[src/hw/wdfw_consts.svh]
// register offsets, field positions, reset values and timing counts
`ifndef WDFW_CONSTS_SVH
`define WDFW_CONSTS_SVH

`define WDFW_OFF_CFG 12'h000
`define WDFW_OFF_KEY 12'h004
`define WDFW_OFF_STAT 12'h008
`define WDFW_OFF_IST 12'h00c
`define WDFW_OFF_IMASK 12'h010

`define WDFW_CFG_EN 0
`define WDFW_CFG_SRC 1
`define WDFW_CFG_RATIO_LO 2
`define WDFW_CFG_RATIO_HI 3
`define WDFW_CFG_PAIRED 4
`define WDFW_CFG_FAST 5
`define WDFW_CFG_OSC_LO 6
`define WDFW_CFG_OSC_HI 7
`define WDFW_CFG_RST 8'h00

`define WDFW_KEY_OFF 4'ha

`define WDFW_IST_TIMEOUT 0
`define WDFW_IST_WAKE 1
`define WDFW_IST_OSCRDY 2

`define WDFW_OSC_CRYSTAL 2'h0
`define WDFW_DIV4_LAST 2'h3
`define WDFW_XTAL_CYCLES 11'h400
`define WDFW_RC_CYCLES 11'h002
`define WDFW_SUB_CYCLES 2'h2
`define WDFW_STARTUP_CYC 16

`endif

[src/hw/wdfw_pkg.sv]
// types of the watchdog and fast wake-up block
package wdfw_pkg;
    typedef enum logic [1:0] {HALF_NONE, HALF_FIRST, HALF_SECOND} wdfw_half_t;
    typedef enum logic [2:0] {
        PWR_RUN, PWR_SLEEP, PWR_SUBWAIT, PWR_OSCWAIT, PWR_STARTUP
    } wdfw_pwr_t;
    typedef struct packed {
        logic [7:0] cfg;
        logic [3:0] key;
        logic [15:0] cnt;
        logic [1:0] div4;
        wdfw_half_t half;
        wdfw_pwr_t pwr;
        logic [15:0] wcnt;
        logic [10:0] ocnt;
        logic [1:0] scnt;
        logic sub_d;
        logic osc_d;
        logic wake_d;
        logic to_flag;
        logic pd_flag;
        logic rdy_flag;
        logic on_sub;
        logic [2:0] ist;
        logic [2:0] imask;
        logic [31:0] prdata;
        logic pslverr;
        logic dev_rst;
        logic pcsp_rst;
        logic wake_pulse;
    } wdfw_state_t;
endpackage

[src/hw/wdfw_sync.sv]
// two-flop synchroniser for inputs from other domains
`timescale 1ns/1ps
module wdfw_sync #(
    parameter int W = 1,
    parameter logic [W-1:0] RST_VAL = '0
) (
    // clock and reset
    input wire logic clk,
    input wire logic rst_n,
    // data
    input wire logic [W-1:0] d,
    output logic [W-1:0] q
);
    typedef struct packed {
        logic [W-1:0] ff1;
        logic [W-1:0] ff2;
    } wdfw_sync_t;

    wdfw_sync_t s_r;
    wdfw_sync_t s_nxt;

    always_comb begin
        s_nxt.ff1 = d;
        s_nxt.ff2 = s_r.ff1;
    end

    always_ff @(posedge clk or negedge rst_n) begin
        if (!rst_n) begin
            s_r <= {RST_VAL, RST_VAL};
        end else begin
            s_r <= s_nxt;
        end
    end

    assign q = s_r.ff2;
endmodule // wdfw_sync

[src/hw/wdfw_top.sv]
// watchdog timer with fast wake-up control and apb registers
`timescale 1ns/1ps
`include "wdfw_consts.svh"
//
// Contract
// - source: sub clock or system clock over 4
// - watchdog disabled: clear instructions do nothing; halt still sleeps and sets the power-down flag
// - key 1010 alone stops the watchdog
// - key loads 1010 at power-on
// - timeout ratio 2^13 up to 2^16
// - clear resets only the final stage
// - sys/4 source stops in power-down
// - overflow running: device reset, timeout flag
// - overflow asleep: flag, reset pc and sp
// - count cleared: reset pin, clear, halt
// - single mode: one instruction clears
// - paired mode: halves must alternate to clear
// - fast wake-up needs enabled watchdog
// - crystal: sub clock, then 1024 cycles ready
// - rc oscillators wake within 1~2 cycles
// - halt clears; sys source stops count
// - power-down flag: halt sets, clear clears
// - start-up period after every wake-up
module wdfw_top
    import wdfw_pkg::*;
#(
    parameter int STARTUP_CYC = `WDFW_STARTUP_CYC
) (
    // apb slave
    input wire logic pclk,
    input wire logic presetn,
    input wire logic psel,
    input wire logic penable,
    input wire logic pwrite,
    input wire logic [11:0] paddr,
    input wire logic [31:0] pwdata,
    output logic [31:0] prdata,
    output logic pready,
    output logic pslverr,
    // cpu core instructions, one-cycle strobes
    input wire logic instr_single_clear,
    input wire logic instr_first_half_clear,
    input wire logic instr_second_half_clear,
    input wire logic instr_halt,
    // pins and oscillators, asynchronous
    input wire logic sub_clock,
    input wire logic main_osc_clock,
    input wire logic external_reset_pin_n,
    input wire logic wake_pin,
    // reset and clock control
    output logic device_reset,
    output logic pc_sp_reset,
    output logic wake_done,
    output logic cpu_halted,
    output logic sys_clk_from_sub,
    output logic irq
);
    import wdfw_pkg::*;

    localparam logic [15:0] STARTUP_LAST = 16'(STARTUP_CYC - 1);

    wdfw_state_t s_r;
    wdfw_state_t s_nxt;

    logic sub_s;
    logic osc_s;
    logic rst_pin_n_s;
    logic wake_s;

    wdfw_sync #(.W(4), .RST_VAL(4'h2)) u_sync (
        .clk(pclk),
        .rst_n(presetn),
        .d({sub_clock, main_osc_clock, external_reset_pin_n, wake_pin}),
        .q({sub_s, osc_s, rst_pin_n_s, wake_s})
    );

    logic cfg_en;
    logic cfg_src_sys;
    logic [1:0] cfg_ratio;
    logic cfg_paired;
    logic cfg_fast;
    logic [1:0] cfg_osc;
    logic active;
    logic sub_rise;
    logic osc_rise;
    logic wake_rise;
    logic tick;
    logic [15:0] mask;
    logic [15:0] topbit;
    logic ovf;
    logic run;
    logic do_clear;
    logic do_halt;
    logic fast_path;
    logic [10:0] osc_target;
    logic setup;
    logic access;
    logic wr;
    logic [31:0] rd_val;
    logic rd_err;
    logic [2:0] ev;

    assign cfg_en = s_r.cfg[`WDFW_CFG_EN];
    assign cfg_src_sys = s_r.cfg[`WDFW_CFG_SRC];
    assign cfg_ratio = s_r.cfg[`WDFW_CFG_RATIO_HI:`WDFW_CFG_RATIO_LO];
    assign cfg_paired = s_r.cfg[`WDFW_CFG_PAIRED];
    assign cfg_fast = s_r.cfg[`WDFW_CFG_FAST];
    assign cfg_osc = s_r.cfg[`WDFW_CFG_OSC_HI:`WDFW_CFG_OSC_LO];

    assign active = cfg_en && (s_r.key != `WDFW_KEY_OFF);
    assign sub_rise = sub_s && !s_r.sub_d;
    assign osc_rise = osc_s && !s_r.osc_d;
    assign wake_rise = wake_s && !s_r.wake_d;
    assign run = (s_r.pwr == PWR_RUN);

    // sys/4 halts with the instruction clock outside run and start-up
    assign tick = cfg_src_sys ?
        (s_r.div4 == `WDFW_DIV4_LAST &&
         (run || s_r.pwr == PWR_STARTUP)) : sub_rise;

    // period mask: 13 to 16 bits
    assign mask = 16'hffff >> (2'h3 - cfg_ratio);
    assign topbit = mask ^ (mask >> 1);
    assign ovf = active && tick && ((s_r.cnt & mask) == mask);

    // valid software clear, decoded per scheme
    always_comb begin
        do_clear = 1'b0;
        if (cfg_en && run) begin
            if (!cfg_paired) begin
                do_clear = instr_single_clear;
            end else begin
                do_clear = (instr_first_half_clear &&
                            s_r.half == HALF_SECOND) ||
                           (instr_second_half_clear &&
                            s_r.half == HALF_FIRST);
            end
        end
    end

    assign do_halt = run && instr_halt;
    assign fast_path = cfg_fast && active &&
                       (cfg_osc == `WDFW_OSC_CRYSTAL);
    assign osc_target = (cfg_osc == `WDFW_OSC_CRYSTAL) ?
                        `WDFW_XTAL_CYCLES : `WDFW_RC_CYCLES;

    // apb decode; read data captured in the setup cycle
    assign setup = psel && !penable;
    assign access = psel && penable;
    assign wr = access && pwrite;

    always_comb begin
        rd_val = 32'h0;
        rd_err = 1'b0;
        unique case (paddr)
            `WDFW_OFF_CFG: rd_val = {24'h0, s_r.cfg};
            `WDFW_OFF_KEY: rd_val = {28'h0, s_r.key};
            `WDFW_OFF_STAT: rd_val = {24'h0, (s_r.pwr != PWR_RUN),
                s_r.on_sub, active, s_r.half, s_r.rdy_flag,
                s_r.pd_flag, s_r.to_flag};
            `WDFW_OFF_IST: rd_val = {29'h0, s_r.ist};
            `WDFW_OFF_IMASK: rd_val = {29'h0, s_r.imask};
            default: rd_err = 1'b1;
        endcase
    end

    always_comb begin
        s_nxt = s_r;
        ev = 3'h0;
        s_nxt.sub_d = sub_s;
        s_nxt.osc_d = osc_s;
        s_nxt.wake_d = wake_s;
        s_nxt.div4 = s_r.div4 + 2'h1;
        s_nxt.dev_rst = 1'b0;
        s_nxt.pcsp_rst = 1'b0;
        s_nxt.wake_pulse = 1'b0;

        if (setup) begin
            s_nxt.prdata = pwrite ? 32'h0 : rd_val;
            s_nxt.pslverr = rd_err;
        end
        if (wr && paddr == `WDFW_OFF_CFG) begin
            s_nxt.cfg = pwdata[7:0];
        end
        if (wr && paddr == `WDFW_OFF_KEY) begin
            s_nxt.key = pwdata[3:0];
        end
        if (wr && paddr == `WDFW_OFF_IMASK) begin
            s_nxt.imask = pwdata[2:0];
        end

        // watchdog counter
        if (active && tick) begin
            s_nxt.cnt = (s_r.cnt + 16'h1) & mask;
        end
        if (cfg_en && run && cfg_paired) begin
            if (instr_first_half_clear && s_r.half == HALF_NONE) begin
                s_nxt.half = HALF_FIRST;
            end
            if (instr_second_half_clear && s_r.half == HALF_NONE) begin
                s_nxt.half = HALF_SECOND;
            end
        end
        if (do_clear) begin
            s_nxt.cnt = s_r.cnt & ~topbit;
            s_nxt.half = HALF_NONE;
            s_nxt.pd_flag = 1'b0;
        end
        if (do_halt) begin
            if (cfg_en) begin
                s_nxt.cnt = 16'h0;
                s_nxt.half = HALF_NONE;
            end
            s_nxt.pd_flag = 1'b1;
            s_nxt.to_flag = 1'b0;
            s_nxt.rdy_flag = 1'b0;
            s_nxt.on_sub = 1'b0;
            s_nxt.pwr = PWR_SLEEP;
        end

        // crystal settling while already running from the sub clock
        if (s_r.on_sub && s_r.pwr != PWR_SLEEP && osc_rise) begin
            s_nxt.ocnt = s_r.ocnt + 11'h1;
            if (s_r.ocnt == `WDFW_XTAL_CYCLES - 11'h1) begin
                s_nxt.rdy_flag = 1'b1;
                s_nxt.on_sub = 1'b0;
                ev[`WDFW_IST_OSCRDY] = 1'b1;
            end
        end

        unique case (s_r.pwr)
            PWR_RUN: begin
            end
            PWR_SLEEP: begin
                if (wake_rise || ovf || !rst_pin_n_s) begin
                    s_nxt.ocnt = 11'h0;
                    s_nxt.scnt = 2'h0;
                    s_nxt.pwr = fast_path ? PWR_SUBWAIT : PWR_OSCWAIT;
                end
            end
            PWR_SUBWAIT: begin
                if (sub_rise) begin
                    s_nxt.scnt = s_r.scnt + 2'h1;
                    if (s_r.scnt == `WDFW_SUB_CYCLES - 2'h1) begin
                        s_nxt.on_sub = 1'b1;
                        s_nxt.wcnt = 16'h0;
                        s_nxt.pwr = PWR_STARTUP;
                    end
                end
            end
            PWR_OSCWAIT: begin
                if (osc_rise) begin
                    s_nxt.ocnt = s_r.ocnt + 11'h1;
                    if (s_r.ocnt == osc_target - 11'h1) begin
                        s_nxt.rdy_flag = 1'b1;
                        ev[`WDFW_IST_OSCRDY] = 1'b1;
                        s_nxt.wcnt = 16'h0;
                        s_nxt.pwr = PWR_STARTUP;
                    end
                end
            end
            PWR_STARTUP: begin
                s_nxt.wcnt = s_r.wcnt + 16'h1;
                if (s_r.wcnt == STARTUP_LAST) begin
                    s_nxt.wake_pulse = 1'b1;
                    ev[`WDFW_IST_WAKE] = 1'b1;
                    s_nxt.pwr = PWR_RUN;
                end
            end
        endcase

        if (ovf) begin
            s_nxt.cnt = 16'h0;
            s_nxt.half = HALF_NONE;
            s_nxt.to_flag = 1'b1;
            ev[`WDFW_IST_TIMEOUT] = 1'b1;
            if (s_r.pwr == PWR_SLEEP) begin
                s_nxt.pcsp_rst = 1'b1;
            end else begin
                s_nxt.dev_rst = 1'b1;
            end
        end
        if (!rst_pin_n_s) begin
            s_nxt.cnt = 16'h0;
            s_nxt.half = HALF_NONE;
        end

        // sticky events: set wins over write-one-to-clear
        if (wr && paddr == `WDFW_OFF_IST) begin
            s_nxt.ist = s_r.ist & ~pwdata[2:0];
        end
        s_nxt.ist = s_nxt.ist | ev;
    end

    always_ff @(posedge pclk or negedge presetn) begin
        if (!presetn) begin
            s_r <= '0;
            s_r.cfg <= `WDFW_CFG_RST;
            s_r.key <= `WDFW_KEY_OFF;
            s_r.half <= HALF_NONE;
            s_r.pwr <= PWR_RUN;
            s_r.wake_d <= 1'b0;
        end else begin
            s_r <= s_nxt;
        end
    end

    assign prdata = s_r.prdata;
    assign pready = 1'b1;
    assign pslverr = access && s_r.pslverr;
    assign device_reset = s_r.dev_rst;
    assign pc_sp_reset = s_r.pcsp_rst;
    assign wake_done = s_r.wake_pulse;
    assign cpu_halted = (s_r.pwr != PWR_RUN);
    assign sys_clk_from_sub = s_r.on_sub;
    assign irq = |(s_r.ist & s_r.imask);
endmodule // wdfw_top

[config.mk]
export PLATFORM = sky130hd
export DESIGN_NAME = wdfw_top
export DESIGN_NICKNAME = d
export VERILOG_FILES = /design/src/hw/wdfw_pkg.sv /design/src/hw/wdfw_sync.sv /design/src/hw/wdfw_top.sv
export VERILOG_INCLUDE_DIRS = /design/src /design/src/hw
export SDC_FILE = /design/constraint.sdc
export NUM_CORES = 1
export LEC_CHECK = 0
export ABC_AREA = 1
export BUFFER_PORTS_ARGS = -buffer_cell sky130_fd_sc_hd__buf_2
export CORE_AREA = 2 2 105 107
export DETAILED_ROUTE_END_ITERATION = 10
export DIE_AREA = 0 0 107 109
export PLACE_DENSITY = 0.84
export SYNTH_ARGS = -nofsm -noshare
export SYNTH_HDL_FRONTEND = slang
export SYNTH_SLANG_ARGS = --single-unit
[constraint.sdc]
create_clock -name pclk -period 3.1 [get_ports pclk]
set_clock_uncertainty 0.2 [all_clocks]
set_input_delay 0.155 -clock pclk [delete_from_list [all_inputs] [get_ports pclk]]
set_output_delay 0.155 -clock pclk [all_outputs]
set_load 0.01 [all_outputs]
==> results.cfg, run 1 <==
[status]
status = finished, final reports clean

[sta]
worst_pin_slew_ns = 1.05
max_freq_mhz = 462
fin_crit_ns = 2.17
fin_setup_tns_ns = 0
holdWs_ns = 0.0170
drv_slew = 0
hold_viol_final = 0
max_slew_margin_pct = 30.0
period_share_pct = 69.9
setup_viol = 0
setup_slack_ns = 0.934
rsz0062_at_grt = no

[logic_synthesis]
synth-main-ff-cell = dfrtp_1
ys_types = 45
synth_edf_count = 0
ys_ff_latch = 97
async_reset_ff_share_pct = 100
syn_area_per_cell_sq_um = 7.32
ys_seq_area_share_pct = 43.0
synthCells = 772
ys.warnings.count = 0
synth_area_sq_um = 5650

[critical_path]
path_buf_inv = 2
cp_slowest_cell = dfrtp_1
path_delay_family = simple AND/OR/NAND/NOR gates
cp_max_fo = 13
critPathCaptureType = register
path_cells = ha_1, nand2_1, inv_1, nand2_1, nor2_1, nand3_2, nand3_2, inv_2, nand2_1, nor2_1
critPathLaunchType = register
r2r.worst_path.cells = 10
r2r_start = s_r[85]
critPathMaxStageDelay_ns = 0.39
reg2reg_setup_slack_ns = 0.93
crit_top_cell = nand2_1
crit_type = reg -> reg
worstReg2RegEnd = s_r[81]
cp.required_ns = 3.16
critPathArrivalTime_ns = 2.23

[flow_run]
maxCapViolCount = 0

[finish]
final_cell_mix = nand2_1 (219), dfrtp_1 (93), inv_1 (87), nand3_1 (84), nor2_1 (82)
final_layout_size_suffix_gt1_share_pct = 11.9
fillers = 963
multi_input_area_sq_um = 2640
num_antenna_cells = 0
layout.nets = 894
final_common_cell = nand2_1
area_growth_pct = 10.3
regArea_sq_um = 2430
final_util_pct = 58.8
design_area_sq_um = 6230

[grt]
grt_pass1_vias = 4407
grt_pass1_wl_mm = 19.8
antenna_found_initial = 0
overflow = 0
grt_usage_pct = 21.2
grt_max_degree = 85

[die]
die-area_sq_um = 11700
die_w_um = 107
pin_count = 97
std_cell_rows = 38
die_h_um = 109
coreArea_sq_um = 10600
initial_core_util_pct = 53.3

[worst_hold_path]
hold_end = s_r[3]
hold_path.startpoint = psel
hold_depth = 4
hold_class = in -> reg

[clock_tree]
cts_root_buffer = clkbuf_8
cts_tree = done
numCtsBuffers = 9
htreeDepth = 3
cts_num_sinks = 97
clk_transition_reported_paths_ns = 0.10
clockBufferDepth = 2
clock_latency_ns = 0.38

[power]
p_clk_share_pct = 28.1
p_int_w = 0.00194
vdd_drop_max_mv = 0.224
power_frac_seq_pct = 49.3
switchingPower_w = 0.00100
leakage_nw = 3.19
p_per_area_nw_per_um2 = 472
switching_share_pct = 34.1
comb_power_share_pct = 22.6

[placement]
dpl.hpwl_mm = 8.62
place_area_sq_um = 5860
dp_slack_ns = 0.948
io_buffers = 47
place_congestion = 0.878

[routing]
drt-met1-wl_mm = 5.39
drt_first_pass_iters = 5
wl_met2_mm = 5.90
vias = 4960
antenna_left = 0
vias_per_cell = 5.08
wl_per_cell_um = 12.3
dr_wl_met3_um = 518
drtIter0Drc = 355
routed_wl_mm = 12.0
routed.top_layer = met4
drc = 0
## cells in the mapped netlist (2+ instances only)
| cell type | n | area share (%) |
|---|---|---|
| xor2_1 | 8 | 1.2 |
| inv_2 | 7 | 0.46 |
| a21oi_1 | 11 | 0.97 |
| xnor2_1 | 6 | 0.93 |
| mux2_2 | 2 | 0.40 |
| nor2_1 | 82 | 5.4 |
| nor4_1 | 2 | 0.22 |
| buf_4 | 35 | 4.6 |
| o21ai_0 | 38 | 3.4 |
| nand2_1 | 219 | 15 |
| o22ai_1 | 3 | 0.33 |
| nor3_1 | 15 | 1.3 |
| or2_2 | 6 | 0.66 |
| dfstp_2 | 4 | 1.9 |
| nand3_1 | 84 | 7.4 |
| a31oi_1 | 2 | 0.22 |
| dfrtp_1 | 93 | 41 |
| nand3_2 | 4 | 0.71 |
| nand3b_1 | 2 | 0.27 |
| nand4_1 | 15 | 1.7 |
| nor3b_1 | 2 | 0.27 |
| buf_6 | 2 | 0.40 |
| o21ai_1 | 7 | 0.62 |
| inv_1 | 87 | 5.8 |
| nand2_2 | 6 | 0.66 |
| conb_1 | 2 | 0.13 |
| ha_1 | 5 | 1.1 |
| buf_2 | 3 | 0.27 |
| nor2_2 | 3 | 0.33 |
| clkinv_1 | 2 | 0.13 |
## metrics by stage
stage | std cells | power (W)
2_1_floorplan | 795 | 0.00195
3_3_place_gp | 943 | 0.00209
3_5_place_dp | 943 | 0.00211
4_1_cts | 977 | 0.00295
5_1_grt | 977 | 0.00310
6_report | 977 | 0.00294
## flip-flops by register name, indices dropped and copies added, names as in the netlist
name              flops
cfg_en                1
cfg_fast              1
cfg_osc               2
cfg_paired            1
cfg_ratio             2
cfg_src_sys           1
device_reset          1
pc_sp_reset           1
prdata                8
s_r                  69
sys_clk_from_sub      1
u_sync.q              4
u_sync.s_nxt          4
wake_done             1
## final cells by class
type | count | area share [%]
clock buffer | 12 | 2.17
clock inverter | 4 | 0.883
inverter | 96 | 5.78
multi-input combinational | 561 | 42.4
sequential | 97 | 39.0
tap | 140 | 2.81
timing repair buffer | 67 | 6.94
## worst min-delay path: cells and delay by family
| family | cells | cell delay [ns] |
|---|---|---|
| compound gates | 1 | 0.16 |
| buf+inv | 2 | 0.17 |
| simple gates | 1 | 0.08 |
## kinds of logic (layout without fill, tap and decap cells)
kind of cell | after synthesis | in the layout | share of synthesized area, %
AO/OA/AOI/OAI | 69 | 69 | 6.64
flip-flops | 97 | 97 | 43.0
other | 2 | 25 | 0.133
XOR/XNOR | 14 | 14 | 2.17
buffers and inverters | 137 | 179 | 11.8
multiplexers | 2 | 2 | 0.398
AND/OR/NAND/NOR | 446 | 446 | 34.8
adder cells (fa/ha/maj) | 5 | 5 | 1.11
## metal layers
metal / GRT usage, % / up-vias
met4: 7.79 / 0
met5: 0 / -
met1: 26.4 / 2271
li1: - / 2530
met3: 2.93 / 20
met2: 37.6 / 139
## repair_timing
action,4_1_cts,5_1_grt
buffers inserted,0,0
resized for setup,0,0
endpoints found under the hold margin,114,0
hold buffers,18,0
## power by group through the flow
stage / logic, W / registers (W) / clock network [W]
after floorplan: 0.000510 / 0.00144 / 0
after global placement: 0.000619 / 0.00147 / 0
after detailed placement: 0.000640 / 0.00147 / 0
after CTS: 0.000660 / 0.00145 / 0.000840
after global routing: 0.000750 / 0.00146 / 0.000889
final: 0.000665 / 0.00145 / 0.000825
## worst max-delay path by stage
stage	startpoint	to	slack, ns	cells after the start
2_1_floorplan	s_r[51]	s_r[59]	1.38	10
3_3_place_gp	s_r[85]	s_r[98]	1.01	10
3_5_place_dp	s_r[85]	s_r[81]	0.95	10
5_1_grt	s_r[80]	s_r[59]	0.75	9
4_1_cts	s_r[85]	s_r[81]	0.92	10
6_report	s_r[85]	s_r[81]	0.93	10
Power figures use the tool's default switching activity.
==> inputs of run 2 (changes only) <==
==> constraint.sdc (replaced) <==
create_clock -name pclk -period 2 [get_ports pclk]
set_clock_uncertainty 0.2 [all_clocks]
set_input_delay 0.1 -clock pclk [delete_from_list [all_inputs] [get_ports pclk]]
set_output_delay 0.1 -clock pclk [all_outputs]
set_load 0.01 [all_outputs]
==> results.cfg, run 2 (synthesized netlist as in run 1, its figures left out) <==
[grt]
overflow = 0
grt_pass1_vias = 4832
grt_max_degree = 98
grt_pass1_wl_mm = 21.1
grt_usage_pct = 22.5
antenna_found_initial = 0

[finish]
final_common_cell = nand2_1
final_cell_mix = nand2_1 (218), dfrtp_1 (92), inv_1 (87), nand3_1 (81), nor2_1 (76)
largest_reg_flops = 69
regMostFlops = s_r
final_layout_size_suffix_gt1_share_pct = 16.8
layout.nets = 928
num_antenna_cells = 0
area_growth_pct = 16.3
fillers = 897
multi_input_area_sq_um = 2700
regArea_sq_um = 2430

[die]
die-area_sq_um = 11700
pin_count = 97
initial_core_util_pct = 53.3
std_cell_rows = 38
coreArea_sq_um = 10600
die_h_um = 109
die_w_um = 107

[clock_tree]
clk_transition_reported_paths_ns = 0.10
clockBufferDepth = 2
numCtsBuffers = 9
cts_root_buffer = clkbuf_8
cts_num_sinks = 97
htreeDepth = 3
clock_latency_ns = 0.36
cts_tree = done

[sta]
setup_viol = 0
max_freq_mhz = 529
fin_setup_tns_ns = 0
fin_crit_ns = 1.89
hold_viol_final = 0
drv_slew = 0
period_share_pct = 94.6
holdWs_ns = 0.0561

[critical_path]
crit_top_cell = buf_4
cp.required_ns = 1.70
reg2reg_setup_slack_ns = 0.14
critPathMaxStageDelay_ns = 0.40
critPathLaunchType = register
path_buf_inv = 5
path_cells = nor2_2, buf_4, inv_2, nor2_1, buf_4, inv_1, buf_2
critPathCaptureType = output port
cp_slowest_cell = dfrtp_1
r2r.worst_path.cells = 12
crit_type = reg -> out
cp_max_fo = 3
critPathArrivalTime_ns = 1.59
path_delay_family = buffers and inverters
worstReg2RegEnd = s_r[79]
r2r_start = s_r[83]

[power]
leakage_nw = 3.39
p_per_area_nw_per_um2 = 718
vdd_drop_max_mv = 0.377

[routing]
vias_per_cell = 5.14
drtIter0Drc = 362
vias = 5199
antenna_left = 0
wl_per_cell_um = 12.5
drc = 0
routed_wl_mm = 12.6
drt_first_pass_iters = 7

[placement]
io_buffers = 47
dpl.hpwl_mm = 8.98
place_congestion = 0.846

[worst_hold_path]
hold_path.startpoint = paddr[3]
hold_end = s_r[102]
hold_class = in -> reg
hold_depth = 5

[flow_run]
maxCapViolCount = 0

[status]
status = finished, final reports clean
-- run 2: where the power goes --
part / internal (W) / switching, W / leakage [nW]
combinational: 0.000475 / 0.000790 / 2.03
sequential: 0.00210 / 0.000129 / 1.27
clock: 0.000503 / 0.000727 / 0.0941
total: 0.00307 / 0.00165 / 3.39
-- run 2: cell type report --
type	instances	share of cell area, %
clock inverters	6	0.723
repair buffers	101	11.0
flip-flops and latches	97	37.0
well taps	140	2.66
multi-input cells	561	41.1
inverters	96	5.48
clock buffers	10	2.09
-- run 2: timing repair --
action / 4_1_cts / 5_1_grt
hold endpoints to repair: 134 / 0
endpoints found under the setup margin: 0 / 51
hold buffers: 21 / 0
setup buffers: 0 / 4
resized for setup: 0 / 16
-- run 2: worst max-delay path by stage --
| stage | from | endpoint | cells after the start | slack [ns] |
|---|---|---|---|---|
| floorplan | s_r[51] | s_r[59] | 10 | 0.28 |
| global placement | s_r[51] | s_r[59] | 10 | 0.11 |
| detailed placement | s_r[51] | s_r[59] | 10 | 0.06 |
| CTS | s_r[51] | s_r[61] | 9 | 0.06 |
| global route | s_r[91] | s_r[81] | 9 | -0.0008 |
| finish | s_r[78] | cpu_halted | 7 | 0.11 |
-- run 2: worst min-delay path, stage by stage --
cell     delay, ns
buf_2         0.09
nor3_1        0.05
buf_4         0.15
nand4_2       0.14
o21ai_0       0.09
-- run 2: metal layers --
| layer | global-route usage, % | vias up | wire length (um) |
|---|---|---|---|
| met1 | 27.3 | 2427 | 5500 |
| met5 | 0 | - | 0 |
| met2 | 40.6 | 160 | 6420 |
| li1 | - | 2600 | - |
| met3 | 3.59 | 12 | 590 |
| met4 | 7.98 | 0 | 135 |
-- run 2: stage by stage --
stage	setup WS, ns	total power [W]	cells	instance area [sq um]	utilization (%)
5_1_grt	-0.000784	0.00504	1011	6580	62.0
6_report	0.109	0.00472	1011	6580	62.0
3_3_place_gp	0.113	0.00339	970	6090	57.5
3_5_place_dp	0.0625	0.00342	970	6090	57.5
2_1_floorplan	0.278	0.00302	795	5740	-
4_1_cts	0.0565	0.00469	1007	6490	61.2
